$ cat src/logic/cfl_pkg.sv
// shared constants and carriers for the configuration frame loader
// assumes a single 20 MHz core clock drives every user of this package

package cfl_pkg;

  // ****************************************************************
  // clock and timing
  // ****************************************************************
  localparam int CORE_CLK_MHZ     = 20;
  localparam int CORE_CLK_NS      = 1000 / CORE_CLK_MHZ;
  localparam int CONFIG_CLOCK_PERIOD_NS   = 1000;
  // half period in core cycles, rounded down so config_clock is never slower
  localparam int CONFIG_CLOCK_HALF_CYC    = (CONFIG_CLOCK_PERIOD_NS / CORE_CLK_NS) / 2;
  localparam int DIV_W            = 8;
  localparam int RESTART_LOW_NS   = 6000;

  // ****************************************************************
  // bitstream framing
  // ****************************************************************
  localparam int          PREAMBLE_BITS = 40;
  localparam logic [2:0]  STOP_PATTERN  = 3'h7;
  localparam logic        START_BIT     = 1'h0;
  localparam int          BYTE_BITS     = 8;
  localparam int          SR_CNT_W      = 4;
  localparam int          BUSY_EMPTY_CONFIG_CLOCK = 2;
  localparam int          BUSY_FULL_CONFIG_CLOCK  = 9;

  // ****************************************************************
  // types
  // ****************************************************************
  typedef enum logic [2:0] {
    ST_CLEAR,
    ST_PRE,
    ST_GAP,
    ST_FRAME,
    ST_FWD,
    ST_START,
    ST_USER,
    ST_ERROR
  } cfl_state_t;

  // microprocessor side pins, all taken as active high here
  typedef struct packed {
    logic       cs_a;
    logic       cs_b;
    logic       cs_c;
    logic       ws;
    logic [7:0] data;
  } cfl_pins_t;

endpackage

$ cat src/logic/cfl_loader.sv
// configuration frame loader: peripheral byte port, serialiser,
// frame checker, daisy-chain forwarding and start-up sequencing
// assumes one 20 MHz core clock; all pins arrive asynchronously
//
// Functional notes
// stream starts with a 40-bit preamble, then a set number of frames
// each frame ends in three one stop bits, then a zero start bit
// after a frame, the first zero bit opens the next frame
// a frame is accepted only when its last three bits are ones
// bad stop bits drive init low and halt loading; config_clock keeps running
// outside party restarts after an error with reset low over 6 us
// option picks internal reset release one config_clock before or after outputs
// internal reset holds user flops at zero throughout configuration
// optional divide-by-two between oscillator and alternate clock line
// reset pin passes a two-stage shifter so short high spikes vanish
// outputs of the whole chain switch on at one config_clock edge
// outputs start slew limited, then follow their own slew bits
// byte taken on trailing edge of chip selects and write strobe
// byte goes into a double buffer, then shifts out serially
// preamble and overflow data leave on the serial chain output
// ready drops on a byte, rises once the buffer is free again
// busy lasts two config_clock periods when the shifter was empty
// busy lasts up to nine config_clock periods when the shifter was full
// last byte shifts seven bits; config_clock stays high, dout holds bit 6
// system may hold reset low until all chained inits are high
// processor writes the next byte only once ready is high

module cfl_loader
  import cfl_pkg::*;
#(
  parameter int FRAME_BITS = 75,  // bits after the start bit, stops included
  parameter int NUM_FRAMES = 16,  // frames this device keeps
  parameter int FRAME_W    = 16,  // width of frame counters
  parameter int LEN_W      = 24,  // width of stream bit count
  parameter int N_OUT      = 8,   // user outputs under slew control
  parameter int SOFT_CONFIG_CLOCK  = 4    // config_clock periods of soft start-up
) (
  input  wire logic             core_clk_i,     // core clock, 20 MHz
  input  wire logic             reset_n_i,      // sync reset, active low
  input  wire logic             rst_pin_n_i,    // chip reset pin, active low
  input  wire cfl_pins_t        pins_i,         // selects, strobe, data byte
  input  wire logic             osc_i,          // crystal oscillator pin
  input  wire logic             osc_div2_i,     // 1: halve oscillator
  input  wire logic             reset_early_i,  // 1: reset before outputs
  input  wire logic [N_OUT-1:0] slew_fast_i,    // per-output fast slew bit
  input  wire logic [LEN_W-1:0] stream_bits_i,  // bits in whole stream
  output logic                  config_clock_o, // configuration clock
  output logic                  dout_o,         // serial chain output
  output logic                  rdy_busy_o,     // 1 ready, 0 busy
  output logic                  init_n_o,       // init status, active low
  output logic                  cfg_bit_o,      // bit into config memory
  output logic                  cfg_bit_vld_o,  // one-cycle bit strobe
  output logic                  user_reset_o,   // internal user reset
  output logic                  outputs_en_o,   // user outputs active
  output logic      [N_OUT-1:0] slew_limit_o,   // 1: output slew limited
  output logic                  alt_clock_o     // alternate clock line
);

  localparam int PIN_W  = $bits(cfl_pins_t);
  localparam int SYNC_W = PIN_W + 2;

  typedef struct packed {
    cfl_state_t         state;
    logic [DIV_W-1:0]   div_cnt;
    logic               phase;
    logic               config_clock;
    logic               rf1;
    logic               rf2;
    logic               rst_filt;
    logic               sel_d;
    logic               osc_d;
    logic               alt;
    logic [7:0]         hold;
    logic               hold_full;
    logic               hold_aged;
    logic [7:0]         sr;
    logic [SR_CNT_W-1:0] sr_cnt;
    logic               rdy;
    logic [LEN_W-1:0]   sent;
    logic               ended;
    logic [FRAME_W-1:0] cnt;
    logic [FRAME_W-1:0] frames;
    logic [2:0]         hist;
    logic               dout;
    logic               cfg_bit;
    logic               cfg_vld;
    logic               init_n;
    logic               user_rst;
    logic               out_en;
    logic [DIV_W-1:0]   soft_cnt;
    logic               soft_done;
    logic [N_OUT-1:0]   slew;
  } cfl_loader_st_t;

  cfl_loader_st_t    s_ff;
  cfl_loader_st_t    nxt_s;
  logic [SYNC_W-1:0] sync_q;
  cfl_pins_t         pin_s;
  logic              osc_s;
  logic              rst_s;
  logic              sel;
  logic              cap;
  logic              tick;
  logic              bit_vld;
  logic              bit_val;
  logic [2:0]        hist_nxt;

  // ****************************************************************
  // pin synchronisers
  // ****************************************************************
  cfl_pin_sync #(
    .W (SYNC_W)
  ) u_sync (
    .core_clk_i (core_clk_i),
    .reset_n_i  (reset_n_i),
    .d_i        ({rst_pin_n_i, osc_i, pins_i}),
    .q_o        (sync_q)
  );

  // unpack the filtered pin levels
  assign pin_s = cfl_pins_t'(sync_q[PIN_W-1:0]);
  assign osc_s = sync_q[PIN_W];
  assign rst_s = sync_q[PIN_W+1];
  assign sel   = pin_s.cs_a & pin_s.cs_b & pin_s.cs_c & pin_s.ws;
  assign cap   = s_ff.sel_d & ~sel;

  // ****************************************************************
  // next state
  // ****************************************************************
  always_comb begin
    nxt_s         = s_ff;
    tick          = 1'b0;
    bit_vld       = 1'b0;
    bit_val       = s_ff.sr[0];
    hist_nxt      = {s_ff.hist[1:0], s_ff.sr[0]};
    nxt_s.cfg_vld = 1'b0;

    // config_clock divider; tick marks each rising config_clock edge
    if (s_ff.div_cnt == DIV_W'(CONFIG_CLOCK_HALF_CYC - 1)) begin
      nxt_s.div_cnt = '0;
      nxt_s.phase   = ~s_ff.phase;
      tick          = ~s_ff.phase;
    end else begin
      nxt_s.div_cnt = s_ff.div_cnt + 1'b1;
    end
    // parked high once the stream is through, but never in error
    nxt_s.config_clock = nxt_s.phase | (s_ff.ended &&
                 s_ff.state inside {ST_FWD, ST_START, ST_USER});

    // slow two-stage reset shifter; a sub-period spike fills one stage
    if (tick) begin
      nxt_s.rf1 = rst_s;
      nxt_s.rf2 = s_ff.rf1;
      if (s_ff.rf1 == s_ff.rf2) begin
        nxt_s.rst_filt = s_ff.rf1;
      end
    end

    // serialiser: reload only when empty and the byte has aged a tick
    if (tick && s_ff.state != ST_CLEAR) begin
      if (s_ff.hold_full) begin
        nxt_s.hold_aged = 1'b1;
      end
      if (s_ff.sr_cnt == '0) begin
        if (s_ff.hold_full && s_ff.hold_aged) begin
          nxt_s.sr        = s_ff.hold;
          nxt_s.sr_cnt    = SR_CNT_W'(BYTE_BITS);
          nxt_s.hold_full = 1'b0;
          nxt_s.rdy       = 1'b1;
        end
      end else if (!s_ff.ended) begin
        bit_vld      = 1'b1;
        nxt_s.sr     = s_ff.sr >> 1;
        nxt_s.sr_cnt = s_ff.sr_cnt - 1'b1;
        nxt_s.sent   = s_ff.sent + 1'b1;
        // a last byte of seven bits leaves bit 7 unshifted
        if ((s_ff.sent + 1'b1) == stream_bits_i) begin
          nxt_s.ended = 1'b1;
        end
      end
    end

    // byte capture; a write while the buffer is full is dropped
    if (cap && !s_ff.hold_full && !s_ff.ended &&
        !(s_ff.state inside {ST_CLEAR, ST_ERROR})) begin
      nxt_s.hold      = pin_s.data;
      nxt_s.hold_full = 1'b1;
      nxt_s.hold_aged = 1'b0;
      nxt_s.rdy       = 1'b0;
    end

    // frame checker on every serial bit
    if (bit_vld) begin
      nxt_s.hist = hist_nxt;
      case (s_ff.state)
        ST_PRE: begin
          nxt_s.dout = bit_val;
          if (s_ff.cnt == FRAME_W'(PREAMBLE_BITS - 1)) begin
            nxt_s.cnt   = '0;
            nxt_s.state = ST_GAP;
          end else begin
            nxt_s.cnt = s_ff.cnt + 1'b1;
          end
        end
        ST_GAP: begin
          if (bit_val == START_BIT) begin
            nxt_s.state   = ST_FRAME;
            nxt_s.cnt     = '0;
            nxt_s.cfg_vld = 1'b1;
            nxt_s.cfg_bit = bit_val;
          end
        end
        ST_FRAME: begin
          nxt_s.cfg_vld = 1'b1;
          nxt_s.cfg_bit = bit_val;
          if (s_ff.cnt == FRAME_W'(FRAME_BITS - 1)) begin
            nxt_s.cnt = '0;
            if (hist_nxt != STOP_PATTERN) begin
              nxt_s.state = ST_ERROR;
            end else if (s_ff.frames == FRAME_W'(NUM_FRAMES - 1)) begin
              nxt_s.state = ST_FWD;
            end else begin
              nxt_s.frames = s_ff.frames + 1'b1;
              nxt_s.state  = ST_GAP;
            end
          end else begin
            nxt_s.cnt = s_ff.cnt + 1'b1;
          end
        end
        ST_FWD: begin
          nxt_s.dout = bit_val;
        end
        default: begin
        end
      endcase
    end

    // a stream that runs out before our frames are in is broken
    if (s_ff.ended && s_ff.state inside {ST_PRE, ST_GAP, ST_FRAME}) begin
      nxt_s.state = ST_ERROR;
    end

    // start-up sequence, one step per config_clock edge
    if (tick) begin
      case (s_ff.state)
        ST_CLEAR: begin
          if (s_ff.rst_filt) begin
            nxt_s.state = ST_PRE;
          end
        end
        ST_FWD: begin
          if (s_ff.ended) begin
            nxt_s.state = ST_START;
            if (reset_early_i) begin
              nxt_s.user_rst = 1'b0;
            end else begin
              nxt_s.out_en = 1'b1;
            end
          end
        end
        ST_START: begin
          nxt_s.out_en   = 1'b1;
          nxt_s.user_rst = 1'b0;
          nxt_s.state    = ST_USER;
        end
        ST_USER: begin
          if (!s_ff.soft_done) begin
            if (s_ff.soft_cnt == DIV_W'(SOFT_CONFIG_CLOCK - 1)) begin
              nxt_s.soft_done = 1'b1;
            end else begin
              nxt_s.soft_cnt = s_ff.soft_cnt + 1'b1;
            end
          end
        end
        default: begin
        end
      endcase
    end

    // in user mode the pin acts directly as the user reset
    if (s_ff.state == ST_USER) begin
      nxt_s.user_rst = ~rst_s;
    end

    // a filtered low reset aborts loading and clears the datapath
    if (!s_ff.rst_filt &&
        s_ff.state inside {ST_PRE, ST_GAP, ST_FRAME, ST_FWD, ST_ERROR}) begin
      nxt_s.state     = ST_CLEAR;
      nxt_s.hold_full = 1'b0;
      nxt_s.sr_cnt    = '0;
      nxt_s.rdy       = 1'b1;
      nxt_s.sent      = '0;
      nxt_s.ended     = 1'b0;
      nxt_s.cnt       = '0;
      nxt_s.frames    = '0;
      nxt_s.hist      = '0;
    end

    // status outputs, slew soft start and alternate clock
    nxt_s.init_n = !(nxt_s.state inside {ST_CLEAR, ST_ERROR});
    nxt_s.slew   = s_ff.soft_done ? ~slew_fast_i : '1;
    nxt_s.osc_d  = osc_s;
    if (osc_div2_i) begin
      if (osc_s && !s_ff.osc_d) begin
        nxt_s.alt = ~s_ff.alt;
      end
    end else begin
      nxt_s.alt = osc_s;
    end
    nxt_s.sel_d = sel;
  end

  // ****************************************************************
  // state register
  // ****************************************************************
  // user reset starts asserted so user flops stay cleared while loading
  always_ff @(posedge core_clk_i) begin
    if (!reset_n_i) begin
      s_ff          <= '0;
      s_ff.state    <= ST_CLEAR;
      s_ff.rdy      <= 1'b1;
      s_ff.user_rst <= 1'b1;
      s_ff.slew     <= '1;
    end else begin
      s_ff <= nxt_s;
    end
  end

  assign config_clock_o = s_ff.config_clock;
  assign dout_o         = s_ff.dout;
  assign rdy_busy_o     = s_ff.rdy;
  assign init_n_o       = s_ff.init_n;
  assign cfg_bit_o      = s_ff.cfg_bit;
  assign cfg_bit_vld_o  = s_ff.cfg_vld;
  assign user_reset_o   = s_ff.user_rst;
  assign outputs_en_o   = s_ff.out_en;
  assign slew_limit_o   = s_ff.slew;
  assign alt_clock_o    = s_ff.alt;

  // ****************************************************************
  // checks
  // ****************************************************************
  localparam int CHK_CONFIG_CLOCK  = 2 * CONFIG_CLOCK_HALF_CYC;
  localparam int CHK_HALF  = CONFIG_CLOCK_HALF_CYC + 1;

  logic [15:0] busy_len;
  logic        empty_cap;

  // busy length and shifter state at capture, for the checks only
  always_ff @(posedge core_clk_i) begin
    if (!reset_n_i) begin
      busy_len  <= '0;
      empty_cap <= 1'b0;
    end else begin
      busy_len <= nxt_s.rdy ? '0 : busy_len + 1'b1;
      if (s_ff.rdy && !nxt_s.rdy) begin
        empty_cap <= (s_ff.sr_cnt == '0);
      end
    end
  end
endmodule

$ cat src/logic/cfl_pin_sync.sv
// three-stage pin synchroniser with agreement filter
// assumes inputs are asynchronous to core_clk_i

module cfl_pin_sync #(
  parameter int W = 1
) (
  input  wire logic         core_clk_i,  // core clock
  input  wire logic         reset_n_i,   // sync reset, active low
  input  wire logic [W-1:0] d_i,         // raw pin levels
  output logic      [W-1:0] q_o          // filtered, synchronised levels
);

  typedef struct packed {
    logic [W-1:0] s1;
    logic [W-1:0] s2;
    logic [W-1:0] s3;
    logic [W-1:0] q;
  } cfl_sync_st_t;

  cfl_sync_st_t s_ff;
  cfl_sync_st_t nxt_s;

  // ****************************************************************
  // next state
  // ****************************************************************
  // first stage feeds only the second, never the filter
  always_comb begin
    nxt_s    = s_ff;
    nxt_s.s1 = d_i;
    nxt_s.s2 = s_ff.s1;
    nxt_s.s3 = s_ff.s2;
    for (int i = 0; i < W; i++) begin
      if (s_ff.s2[i] == s_ff.s3[i]) begin
        nxt_s.q[i] = s_ff.s2[i];
      end
    end
  end

  // state register
  always_ff @(posedge core_clk_i) begin
    if (!reset_n_i) begin
      s_ff <= '0;
    end else begin
      s_ff <= nxt_s;
    end
  end

  assign q_o = s_ff.q;

endmodule

$ cat config.mk
export PLATFORM = sky130hd
export DESIGN_NAME = cfl_loader
export DESIGN_NICKNAME = d
export VERILOG_FILES = /design/src/logic/cfl_pkg.sv /design/src/logic/cfl_loader.sv /design/src/logic/cfl_pin_sync.sv
export SDC_FILE = /design/constraint.sdc
export NUM_CORES = 1
export LEC_CHECK = 0
export BUFFER_PORTS_ARGS = -buffer_cell sky130_fd_sc_hd__buf_2
export CORE_UTILIZATION = 55
export CTS_CLUSTER_SIZE = 14
export DETAILED_ROUTE_END_ITERATION = 12
export PLACE_DENSITY = 0.75
export SKIP_CTS_REPAIR_TIMING = 1
export SYNTH_ARGS = -nofsm -noshare
export SYNTH_HDL_FRONTEND = slang
export SYNTH_SLANG_ARGS = --single-unit
$ cat constraint.sdc
create_clock -name core_clk_i -period 6.35 [get_ports core_clk_i]
set_clock_uncertainty 0.05 [all_clocks]
set_input_delay 1.27 -clock core_clk_i [delete_from_list [all_inputs] [get_ports core_clk_i]]
set_output_delay 1.27 -clock core_clk_i [all_outputs]
set_load 0.01 [all_outputs]
==> flow_metrics.py, run 1 <==
metrics = {
    "global_route": {
        "antenna_found_initial": 0,
        "grtUsageTotal": 0.2207,
        "grt_pass1_vias": 5582,
        "grt_pass1_wl_mm": 25.82,
        "grt_use_met2": 0.3544,
        "grt_max_degree": 51,
        "grt.met1_usage": 0.2918,
        "grt_use_met3": 0.04934,
        "grt_overflow": 0,
        "grt.busiest_layer": "met2",
    },
    "floorplan": {
        "core_area_mm2": 0.01388,
        "die-width_um": 121.4,
        "initial_utilization": 0.5646,
        "ios": 67,
        "num_rows": 43,
        "dieArea_mm2": 0.01473,
        "die_height_um": 121.4,
    },
    "synthesis": {
        "yosys_warnings": 0,
        "syn_nets": 938,
        "synthXorXnorAreaFrac": 0.09610,
        "ys_seq_area_frac": 0.4598,
        "async_flop_share": 0,
        "ys_seq_elements": 180,
        "synth_flop_cell": "dfxtp_1",
        "yosysTopAreaCellShare": 0.4598,
        "syn_inst": 880,
        "synth_top_family_by_area": "simple AND/OR/NAND/NOR gates",
        "yosys.area_share.simple": 0.2601,
        "synthMuxAreaShare": 0.03384,
        "synth_adder_area_share": 0.01277,
        "synth-edff-count": 0,
        "synth-compound-area-share": 0.09786,
        "ys_types": 71,
        "yosys-top-cells-area": "dfxtp_1, xor2_1, nor2_1, xnor2_1, and2_1",
        "syn_area_mm2": 0.007838,
        "yosysTopAreaCell": "dfxtp_1",
        "synth_area_per_cell_um2": 8.906,
    },
    "hold_path": {
        "hold_start": "u_sync.nxt_s[37]",
        "whs_endpoint": "u_sync.nxt_s[23]",
        "hp-class": "reg -> reg",
        "min_path_cells": 1,
    },
    "worst_setup_path": {
        "timing.rr.end": "s_ff[55]",
        "cpPeakStageDelay_ns": 0.89,
        "cp_data_required_time_ns": 6.57,
        "crit_type": "reg -> reg",
        "critPathTopFamily": "compound AO/OA/AOI/OAI gates",
        "cp_max_fo": 16,
        "rr_startpoint": "s_ff[118]",
        "r2r_slack_ns": 2.90,
        "r2r_cells": 8,
        "crit_slowest_cell": "o21ai_1",
        "crit_chain": "nor4_1 > and4b_1 > ha_1 > o31ai_2 > a2111oi_4 > nand2_1 > o21ai_1 > nor2_1",
        "cp-end-kind": "flip-flop",
        "startpoint_type": "flip-flop",
        "critPathBufInv": 0,
        "arrival_ns": 3.67,
    },
    "drt": {
        "drtPass1Iterations": 5,
        "drc": 0,
        "drt_iter0_drc": 416,
        "wl_per_cell_um": 13.59,
        "wl_mm": 15.12,
        "ant_nets": 0,
        "routed_via_density": 5.444,
        "routed-via-count": 6059,
    },
    "place": {
        "place.gp.congestion": 0.8825,
        "pre_cts_ws_ns": 2.929,
        "hpwl_mm": 10.14,
        "dpl.cell_count": 1081,
        "postPlaceCellArea_mm2": 0.008197,
        "portBuffers": 66,
    },
    "clocking": {
        "cts_root_buf": "clkbuf_16",
        "cts_tree": "built",
        "ctsHtreeMaxLevel": 4,
        "clk_pin_slew_ns": 0.07,
        "clk_path_buf_depth": 2,
        "cts_buffers": 17,
        "numClockSinks": 180,
        "clock_latency_ns": 0.44,
    },
    "pwr": {
        "swShare": 0.2344,
        "seqPwrFrac": 0.502,
        "peakVddDrop_mv": 0.2392,
        "p_int_mw": 1.747,
        "combPwrFrac": 0.027,
        "power_density_mw_per_mm2": 259.1,
        "clockPowerShare": 0.470,
        "p_sw_mw": 0.5351,
        "cellLeakagePower_nw": 3.345,
    },
    "cells_and_area": {
        "final_cell_count_no_fill": 1113,
        "seq_area_mm2": 0.003603,
        "drive_gt1_frac": 0.1340,
        "final_area_mm2": 0.008811,
        "final_nets": 978,
        "syn2layout_area_growth_pct": 12.42,
        "mostFrequentLayoutCells": "dfxtp_1, nor2_1, nand2_1",
        "n_fill_cell": 1186,
        "n_antenna_cell": 0,
        "final_common_cell": "dfxtp_1",
        "multi_input_area_mm2": 0.003940,
    },
    "sta": {
        "rsz0062_at_grt": "false",
        "whs_ns": 0.3839,
        "hold_viol": 0,
        "worst_slack_ns": 2.904,
        "period_needed_ns": 3.446,
        "fin_tns_setup_ns": 0,
        "max_freq_mhz": 290.2,
        "post-route-period-util": 0.5427,
        "finalSetupViolCount": 0,
        "slew_headroom": 0.2430,
        "slew_viol_final": 0,
        "tightest_slew_ns": 1.128,
    },
    "run_status": {
        "status": "finished, final reports clean",
    },
    "job": {
        "max-cap-violations": 0,
    },
}
-- synthesized netlist by cell type, drive strengths merged, types with 3 or more instances --
| cell | instances |
|---|---|
| a2111oi | 3 |
| a211oi | 10 |
| a21oi | 44 |
| a31oi | 5 |
| and2 | 50 |
| and3 | 20 |
| and4 | 8 |
| buf | 19 |
| clkbuf | 30 |
| dfxtp | 180 |
| ha | 8 |
| inv | 18 |
| mux2 | 4 |
| mux2i | 22 |
| nand2 | 74 |
| nand2b | 3 |
| nand3 | 37 |
| nand4 | 21 |
| nor2 | 109 |
| nor3 | 18 |
| nor3b | 4 |
| nor4 | 9 |
| nor4b | 3 |
| o21ai | 44 |
| o31ai | 5 |
| or2 | 3 |
| or3 | 16 |
| xnor2 | 39 |
| xor2 | 47 |
-- cells by family after synthesis --
logic type | count (synthesis)
buf+inv | 67
compound gates | 127
simple gates | 386
fa+ha+maj | 8
mux | 26
flops | 180
xor+xnor | 86
-- metal layers --
layer  wire [um]  vias to the layer above
met5           0                        -
met4         195                        0
met3         586                       17
met2        7118                      107
met1        7222                     2834
li1            -                     3101
-- area by class of cell --
class / count / area share
Multi-Input combinational cell: 633 / 0.4472
Clock inverter: 14 / 0.01988
Timing Repair Buffer: 70 / 0.04090
Clock buffer: 18 / 0.04984
Sequential cell: 180 / 0.4090
Inverter: 18 / 0.007668
Tap cell: 180 / 0.02556
-- state kept, by name (all words and copies together) (netlist names) --
register and flops:
user_reset_o 1, cfg_bit_vld_o 1, u_sync.q_o 14, dout_o 1, rdy_busy_o 1, init_n_o 1
u_sync.s_ff 14, slew_limit_o 8, alt_clock_o 1, bit_val 1, hist_nxt 2, u_sync.nxt_s 28
config_clock_o 1, outputs_en_o 1, s_ff 104, cfg_bit_o 1
-- worst max path at each step --
stage,end,depth (start not counted),from
2_1_floorplan,s_ff[58],7,stream_bits_i[8]
3_3_place_gp,s_ff[43],6,reset_n_i
3_5_place_dp,s_ff[49],6,reset_n_i
4_1_cts,s_ff[55],8,s_ff[118]
5_1_grt,s_ff[49],8,s_ff[118]
6_report,s_ff[55],8,s_ff[118]
-- stage by stage --
step	utilization	power [mW]
2_1_floorplan	-	1.208
3_3_place_gp	0.5905	1.234
3_5_place_dp	0.5905	1.235
4_1_cts	0.6348	2.304
5_1_grt	0.6348	2.364
6_report	0.6348	2.283
-- worst reg2reg max path, delay by kind of cell, from the launching register on --
| family | cells | cell delay [ns] |
|---|---|---|
| DFF | 1 | 0.35 |
| and+or+nand+nor | 4 | 0.78 |
| AOI/OAI and AO/OA | 3 | 1.71 |
| adders and majority gates | 1 | 0.41 |
-- power by group through the flow --
stage	Sequential, mW	Combinational [mW]	Clock [mW]
finish	1.15	0.0627	1.07
global route	1.15	0.0701	1.15
CTS	1.15	0.0636	1.09
detailed placement	1.17	0.0630	0
global placement	1.17	0.0621	0
floorplan	1.17	0.0372	0
No activity file was read; power rests on OpenSTA's default activity.
==> inputs of run 2 (changes only) <==
Clock period 6.35 ns to 3.4 ns, I/O delays scaled along.
==> run 2 against run 1 <==
Effect of this change:
- sequential cell count stayed put
- register-to-register slack worse by 2.3 ns
- via count is 0.74% lower
- first-iteration DRC count is 23% lower
- final area is 0.43% higher
- core utilization is 0.27 points higher
- critical path depth is 1 higher
- die area stayed put
- sequential share of layout area is 0.17 points lower
- non-clock buffer count is 9 higher
- critical path type unchanged
- critical endpoint is now s_ff[37]
- largest cell class unchanged
- largest power group unchanged
==> flow_metrics.py, run 2 (synthesized netlist as in run 1, its figures left out) <==
metrics = {
    "global_route": {
        "grt_use_met2": 0.3420,
        "grtUsageTotal": 0.2139,
        "grt_use_met3": 0.05686,
        "grt.busiest_layer": "met2",
        "grt.met1_usage": 0.2789,
        "grt_pass1_wl_mm": 24.88,
        "grt_max_degree": 47,
        "grt_pass1_vias": 5393,
        "antenna_found_initial": 0,
        "grt_overflow": 0,
    },
    "run_status": {
        "status": "finished, final reports clean",
    },
    "drt": {
        "drc": 0,
        "ant_nets": 0,
        "routed_via_density": 5.360,
        "wl_mm": 14.90,
        "drtPass1Iterations": 5,
        "wl_per_cell_um": 13.28,
        "drt_iter0_drc": 320,
        "routed-via-count": 6014,
    },
    "clocking": {
        "clk_path_buf_depth": 2,
        "cts_root_buf": "clkbuf_16",
        "numClockSinks": 180,
        "cts_buffers": 17,
        "clock_latency_ns": 0.43,
        "clk_pin_slew_ns": 0.07,
        "ctsHtreeMaxLevel": 4,
        "cts_tree": "built",
    },
    "pwr": {
        "p_int_mw": 3.175,
        "swShare": 0.2408,
        "cellLeakagePower_nw": 3.382,
        "combPwrFrac": 0.029,
        "clockPowerShare": 0.459,
        "power_density_mw_per_mm2": 472.6,
        "p_sw_mw": 1.007,
        "seqPwrFrac": 0.512,
        "peakVddDrop_mv": 0.4198,
    },
    "job": {
        "max-cap-violations": 0,
    },
    "worst_setup_path": {
        "crit_type": "reg -> reg",
        "crit_path_frequent_cell": "nor4_1",
        "cp_max_fo": 10,
        "critPathTopFamily": "simple AND/OR/NAND/NOR gates",
        "crit_slowest_cell": "and4_1",
        "crit_chain": "nor4_1 > and4b_1 > ha_1 > nand2_1 > nor4_1 > and4_1 > nand4_4 > or3_1 > a21oi_1",
        "arrival_ns": 3.15,
        "cp-end-kind": "flip-flop",
        "cpPeakStageDelay_ns": 0.43,
        "startpoint_type": "flip-flop",
        "cp_data_required_time_ns": 3.71,
        "critPathBufInv": 0,
    },
    "sta": {
        "slew_viol_final": 0,
        "rsz0062_at_grt": "false",
        "hold_viol": 0,
        "slew_headroom": 0.5504,
        "fin_tns_setup_ns": 0,
        "post-route-period-util": 0.8346,
        "period_needed_ns": 2.838,
        "finalSetupViolCount": 0,
        "max_freq_mhz": 352.4,
        "tightest_slew_ns": 0.6708,
    },
    "floorplan": {
        "num_rows": 43,
        "die_height_um": 121.4,
        "dieArea_mm2": 0.01473,
        "die-width_um": 121.4,
        "core_area_mm2": 0.01388,
        "ios": 67,
        "initial_utilization": 0.5646,
    },
    "place": {
        "hpwl_mm": 10.10,
        "postPlaceCellArea_mm2": 0.008264,
        "portBuffers": 66,
        "place.gp.congestion": 0.8548,
    },
    "cells_and_area": {
        "final_nets": 987,
        "mostFrequentLayoutCells": "dfxtp_1, nor2_1, nand2_1",
        "multi_input_area_mm2": 0.003940,
        "syn2layout_area_growth_pct": 12.90,
        "largest-register": "s_ff",
        "final_common_cell": "dfxtp_1",
        "seq_area_mm2": 0.003603,
        "n_antenna_cell": 0,
        "n_fill_cell": 1174,
        "drive_gt1_frac": 0.1423,
        "final_area_mm2": 0.008848,
        "largest_reg_flops": 104,
    },
    "hold_path": {
        "hp-class": "in -> reg",
    },
}
[run 2: path summary, 6_finish.rpt]
check                                   endpoint  slack [ns]              from  cells after the start
worst max-delay path                    s_ff[37]        0.56         s_ff[118]                      9
worst min-delay path             slew_limit_o[2]        0.35    slew_fast_i[2]                      2
worst max register to register          s_ff[37]        0.56         s_ff[118]                      9
worst min register to register  u_sync.nxt_s[14]        0.38  u_sync.nxt_s[28]                      1
[run 2: layout make-up]
class,count,area share
clock buffer,17,0.04808
clock inverter,15,0.01796
inverter,18,0.007636
multi-input combinational,633,0.4453
sequential,180,0.4072
tap,180,0.02545
timing repair buffer,79,0.04836
[run 2: layer usage]
layer,share of wire,vias up,routed length [um]
met5,0,-,0
met2,0.46,115,6921
met3,0.044,18,650
met1,0.48,2763,7131
li1,-,3118,-
met4,0.013,0,192
[run 2: metrics by stage]
stage          utilization  hold slack (ns)  cells  total power [mW]  setup WS [ns]
5_1_grt             0.6375           0.3312   1122             4.328         0.3388
2_1_floorplan            -           0.3619    880             2.256         0.8213
3_5_place_dp        0.5954           0.3681   1090             2.312         0.6213
4_1_cts             0.6375           0.3324   1122             4.232         0.5954
6_report            0.6375           0.3485   1122             4.182         0.5624
3_3_place_gp        0.5954           0.3639   1090             2.310         0.6686
[run 2: power by group through the flow]
stage	sequential, mW	clock [mW]	combinational, mW
detailed placement	2.19	0	0.123
CTS	2.14	1.97	0.125
finish	2.14	1.92	0.123
floorplan	2.19	0	0.0695
global placement	2.19	0	0.122
global route	2.14	2.05	0.137
[run 2: worst reg2reg max path, cell delays in order, from the launching register on]
cell and delay [ns]:
dfxtp_1 0.36, nor4_1 0.28, and4b_1 0.24, ha_1 0.23, nand2_1 0.06, nor4_1 0.40
and4_1 0.43, nand4_4 0.20, or3_1 0.38, a21oi_1 0.15
==> inputs of run 3 (changes only) <==
Clock period 3.4 ns to 2.7 ns, I/O delays scaled along.
==> run 3 against run 2 <==
Effect of this change:
- worst setup slack got worse by 0.40 ns
- largest cell class unchanged
- fmax increased by 12%
- power increased by 25%
- critical path type unchanged
- core utilization increased by 1.1 points
- routed wire length increased by 1.3%
- global-route usage rose by 0.26 points
- critical path depth unchanged
- clock power rose by 24%
- die area unchanged
- hold slack got worse by 0.14 ns
- cell count is 0.98% higher
- highest routed layer unchanged
==> flow_metrics.py, run 3 (synthesized netlist as in run 1, its figures left out) <==
metrics = {
    "worst_setup_path": {
        "critPathBufInv": 0,
        "timing.rr.end": "s_ff[52]",
        "critPathTopFamily": "simple AND/OR/NAND/NOR gates",
        "startpoint_type": "flip-flop",
        "r2r_cells": 9,
        "r2r_slack_ns": 0.16,
        "crit_type": "reg -> reg",
        "crit_slowest_cell": "a2111oi_4",
        "cp-end-kind": "flip-flop",
        "rr_startpoint": "s_ff[119]",
        "crit_chain": "nor4_1 > and4b_2 > ha_4 > o31ai_4 > a2111oi_4 > nand3_2 > or2_0 > or3_1 > a21oi_1",
        "cp_data_required_time_ns": 3.02,
        "arrival_ns": 2.86,
        "cpPeakStageDelay_ns": 0.47,
        "cp_max_fo": 5,
    },
    "clocking": {
        "numClockSinks": 180,
        "clk_pin_slew_ns": 0.07,
        "cts_root_buf": "clkbuf_16",
        "ctsHtreeMaxLevel": 4,
        "clk_path_buf_depth": 2,
        "cts_buffers": 17,
        "clock_latency_ns": 0.44,
        "cts_tree": "built",
    },
    "global_route": {
        "grt_pass1_wl_mm": 25.30,
        "grt_pass1_vias": 5433,
        "grtUsageTotal": 0.2165,
        "grt_overflow": 0,
        "antenna_found_initial": 0,
        "grt_max_degree": 50,
    },
    "cells_and_area": {
        "largest_reg_flops": 104,
        "drive_gt1_frac": 0.1584,
        "n_antenna_cell": 0,
        "syn2layout_area_growth_pct": 14.85,
        "largest-register": "s_ff",
        "final_common_cell": "dfxtp_1",
        "mostFrequentLayoutCells": "dfxtp_1, nor2_1, nand2_1",
        "final_nets": 998,
        "final_core_util": 0.6485,
    },
    "hold_path": {
        "hp-class": "in -> reg",
        "min_path_cells": 2,
        "hold_start": "slew_fast_i[2]",
        "whs_endpoint": "slew_limit_o[2]",
    },
    "sta": {
        "max_freq_mhz": 393.5,
        "rsz0062_at_grt": "true",
        "hold_viol": 0,
        "slew_headroom": 0.5202,
        "period_needed_ns": 2.541,
        "finalSetupViolCount": 0,
        "slew_viol_final": 0,
        "post-route-period-util": 0.9413,
        "tightest_slew_ns": 0.7159,
    },
    "pwr": {
        "peakVddDrop_mv": 0.4558,
        "cellLeakagePower_nw": 3.443,
        "power_density_mw_per_mm2": 582.5,
        "p_total_mw": 5.243,
    },
    "place": {
        "portBuffers": 66,
        "hpwl_mm": 10.36,
        "place.gp.congestion": 0.8663,
    },
    "drt": {
        "wl_per_cell_um": 13.31,
        "ant_nets": 0,
        "routed-via-count": 6105,
        "drt_iter0_drc": 391,
        "drtPass1Iterations": 5,
        "drc": 0,
        "routed_via_density": 5.388,
        "wl_mm": 15.08,
    },
    "floorplan": {
        "die_height_um": 121.4,
        "core_area_mm2": 0.01388,
        "initial_utilization": 0.5646,
        "ios": 67,
        "die-width_um": 121.4,
        "dieArea_mm2": 0.01473,
        "num_rows": 43,
    },
    "job": {
        "max-cap-violations": 0,
    },
    "run_status": {
        "status": "finished, final reports clean",
    },
}
## run 3: area by class of cell
| type | count | area, um2 |
|---|---|---|
| Clock buffer | 17 | 425.4 |
| Clock inverter | 15 | 166.4 |
| Tap cell | 180 | 225.2 |
| Sequential cell | 180 | 3603 |
| Fill cell | 1208 | 4880 |
| Timing Repair Buffer | 90 | 523.0 |
| Multi-Input combinational cell | 633 | 3990 |
| Inverter | 18 | 67.56 |
## run 3: how the worst max path moves through the flow
stage	start	to	slack (ns)	depth (start not counted)
after global placement	s_ff[118]	init_n_o	0.11	9
after floorplan	s_ff[118]	s_ff[52]	0.12	10
final	s_ff[119]	s_ff[52]	0.16	9
after CTS	s_ff[118]	init_n_o	0.03	9
after detailed placement	s_ff[118]	init_n_o	0.05	9
after global routing	s_ff[119]	s_ff[52]	-0.006	9
## run 3: per-layer routing
metal  track usage  wire, um  vias up
li1              -         -     3139
met1        0.2811      7204     2825
met2        0.3498      7054      123
met3       0.05216       597       18
met4       0.07407       225        0
met5             0         0        -
## run 3: power breakdown
group          total (mW)  internal (mW)  switching, mW  leakage [nW]
Clock                2.39           1.24           1.15         0.292
Combinational       0.153         0.0704         0.0829          1.69
Sequential           2.70           2.68         0.0125          1.46
Total                5.24           3.99           1.25          3.44
## run 3: stage by stage
stage / TNS, ns / hold WS, ns / worst slack (ns) / instances / cell area (um2)
2_1_floorplan: 0 / 0.3619 / 0.1213 / 880 / 7838
3_3_place_gp: 0 / 0.3629 / 0.1090 / 1100 / 8352
3_5_place_dp: 0 / 0.3669 / 0.04695 / 1100 / 8352
4_1_cts: 0 / 0.2029 / 0.02833 / 1132 / 8944
5_1_grt: -0.006426 / 0.1989 / -0.006426 / 1133 / 9001
6_report: 0 / 0.2123 / 0.1586 / 1133 / 9001
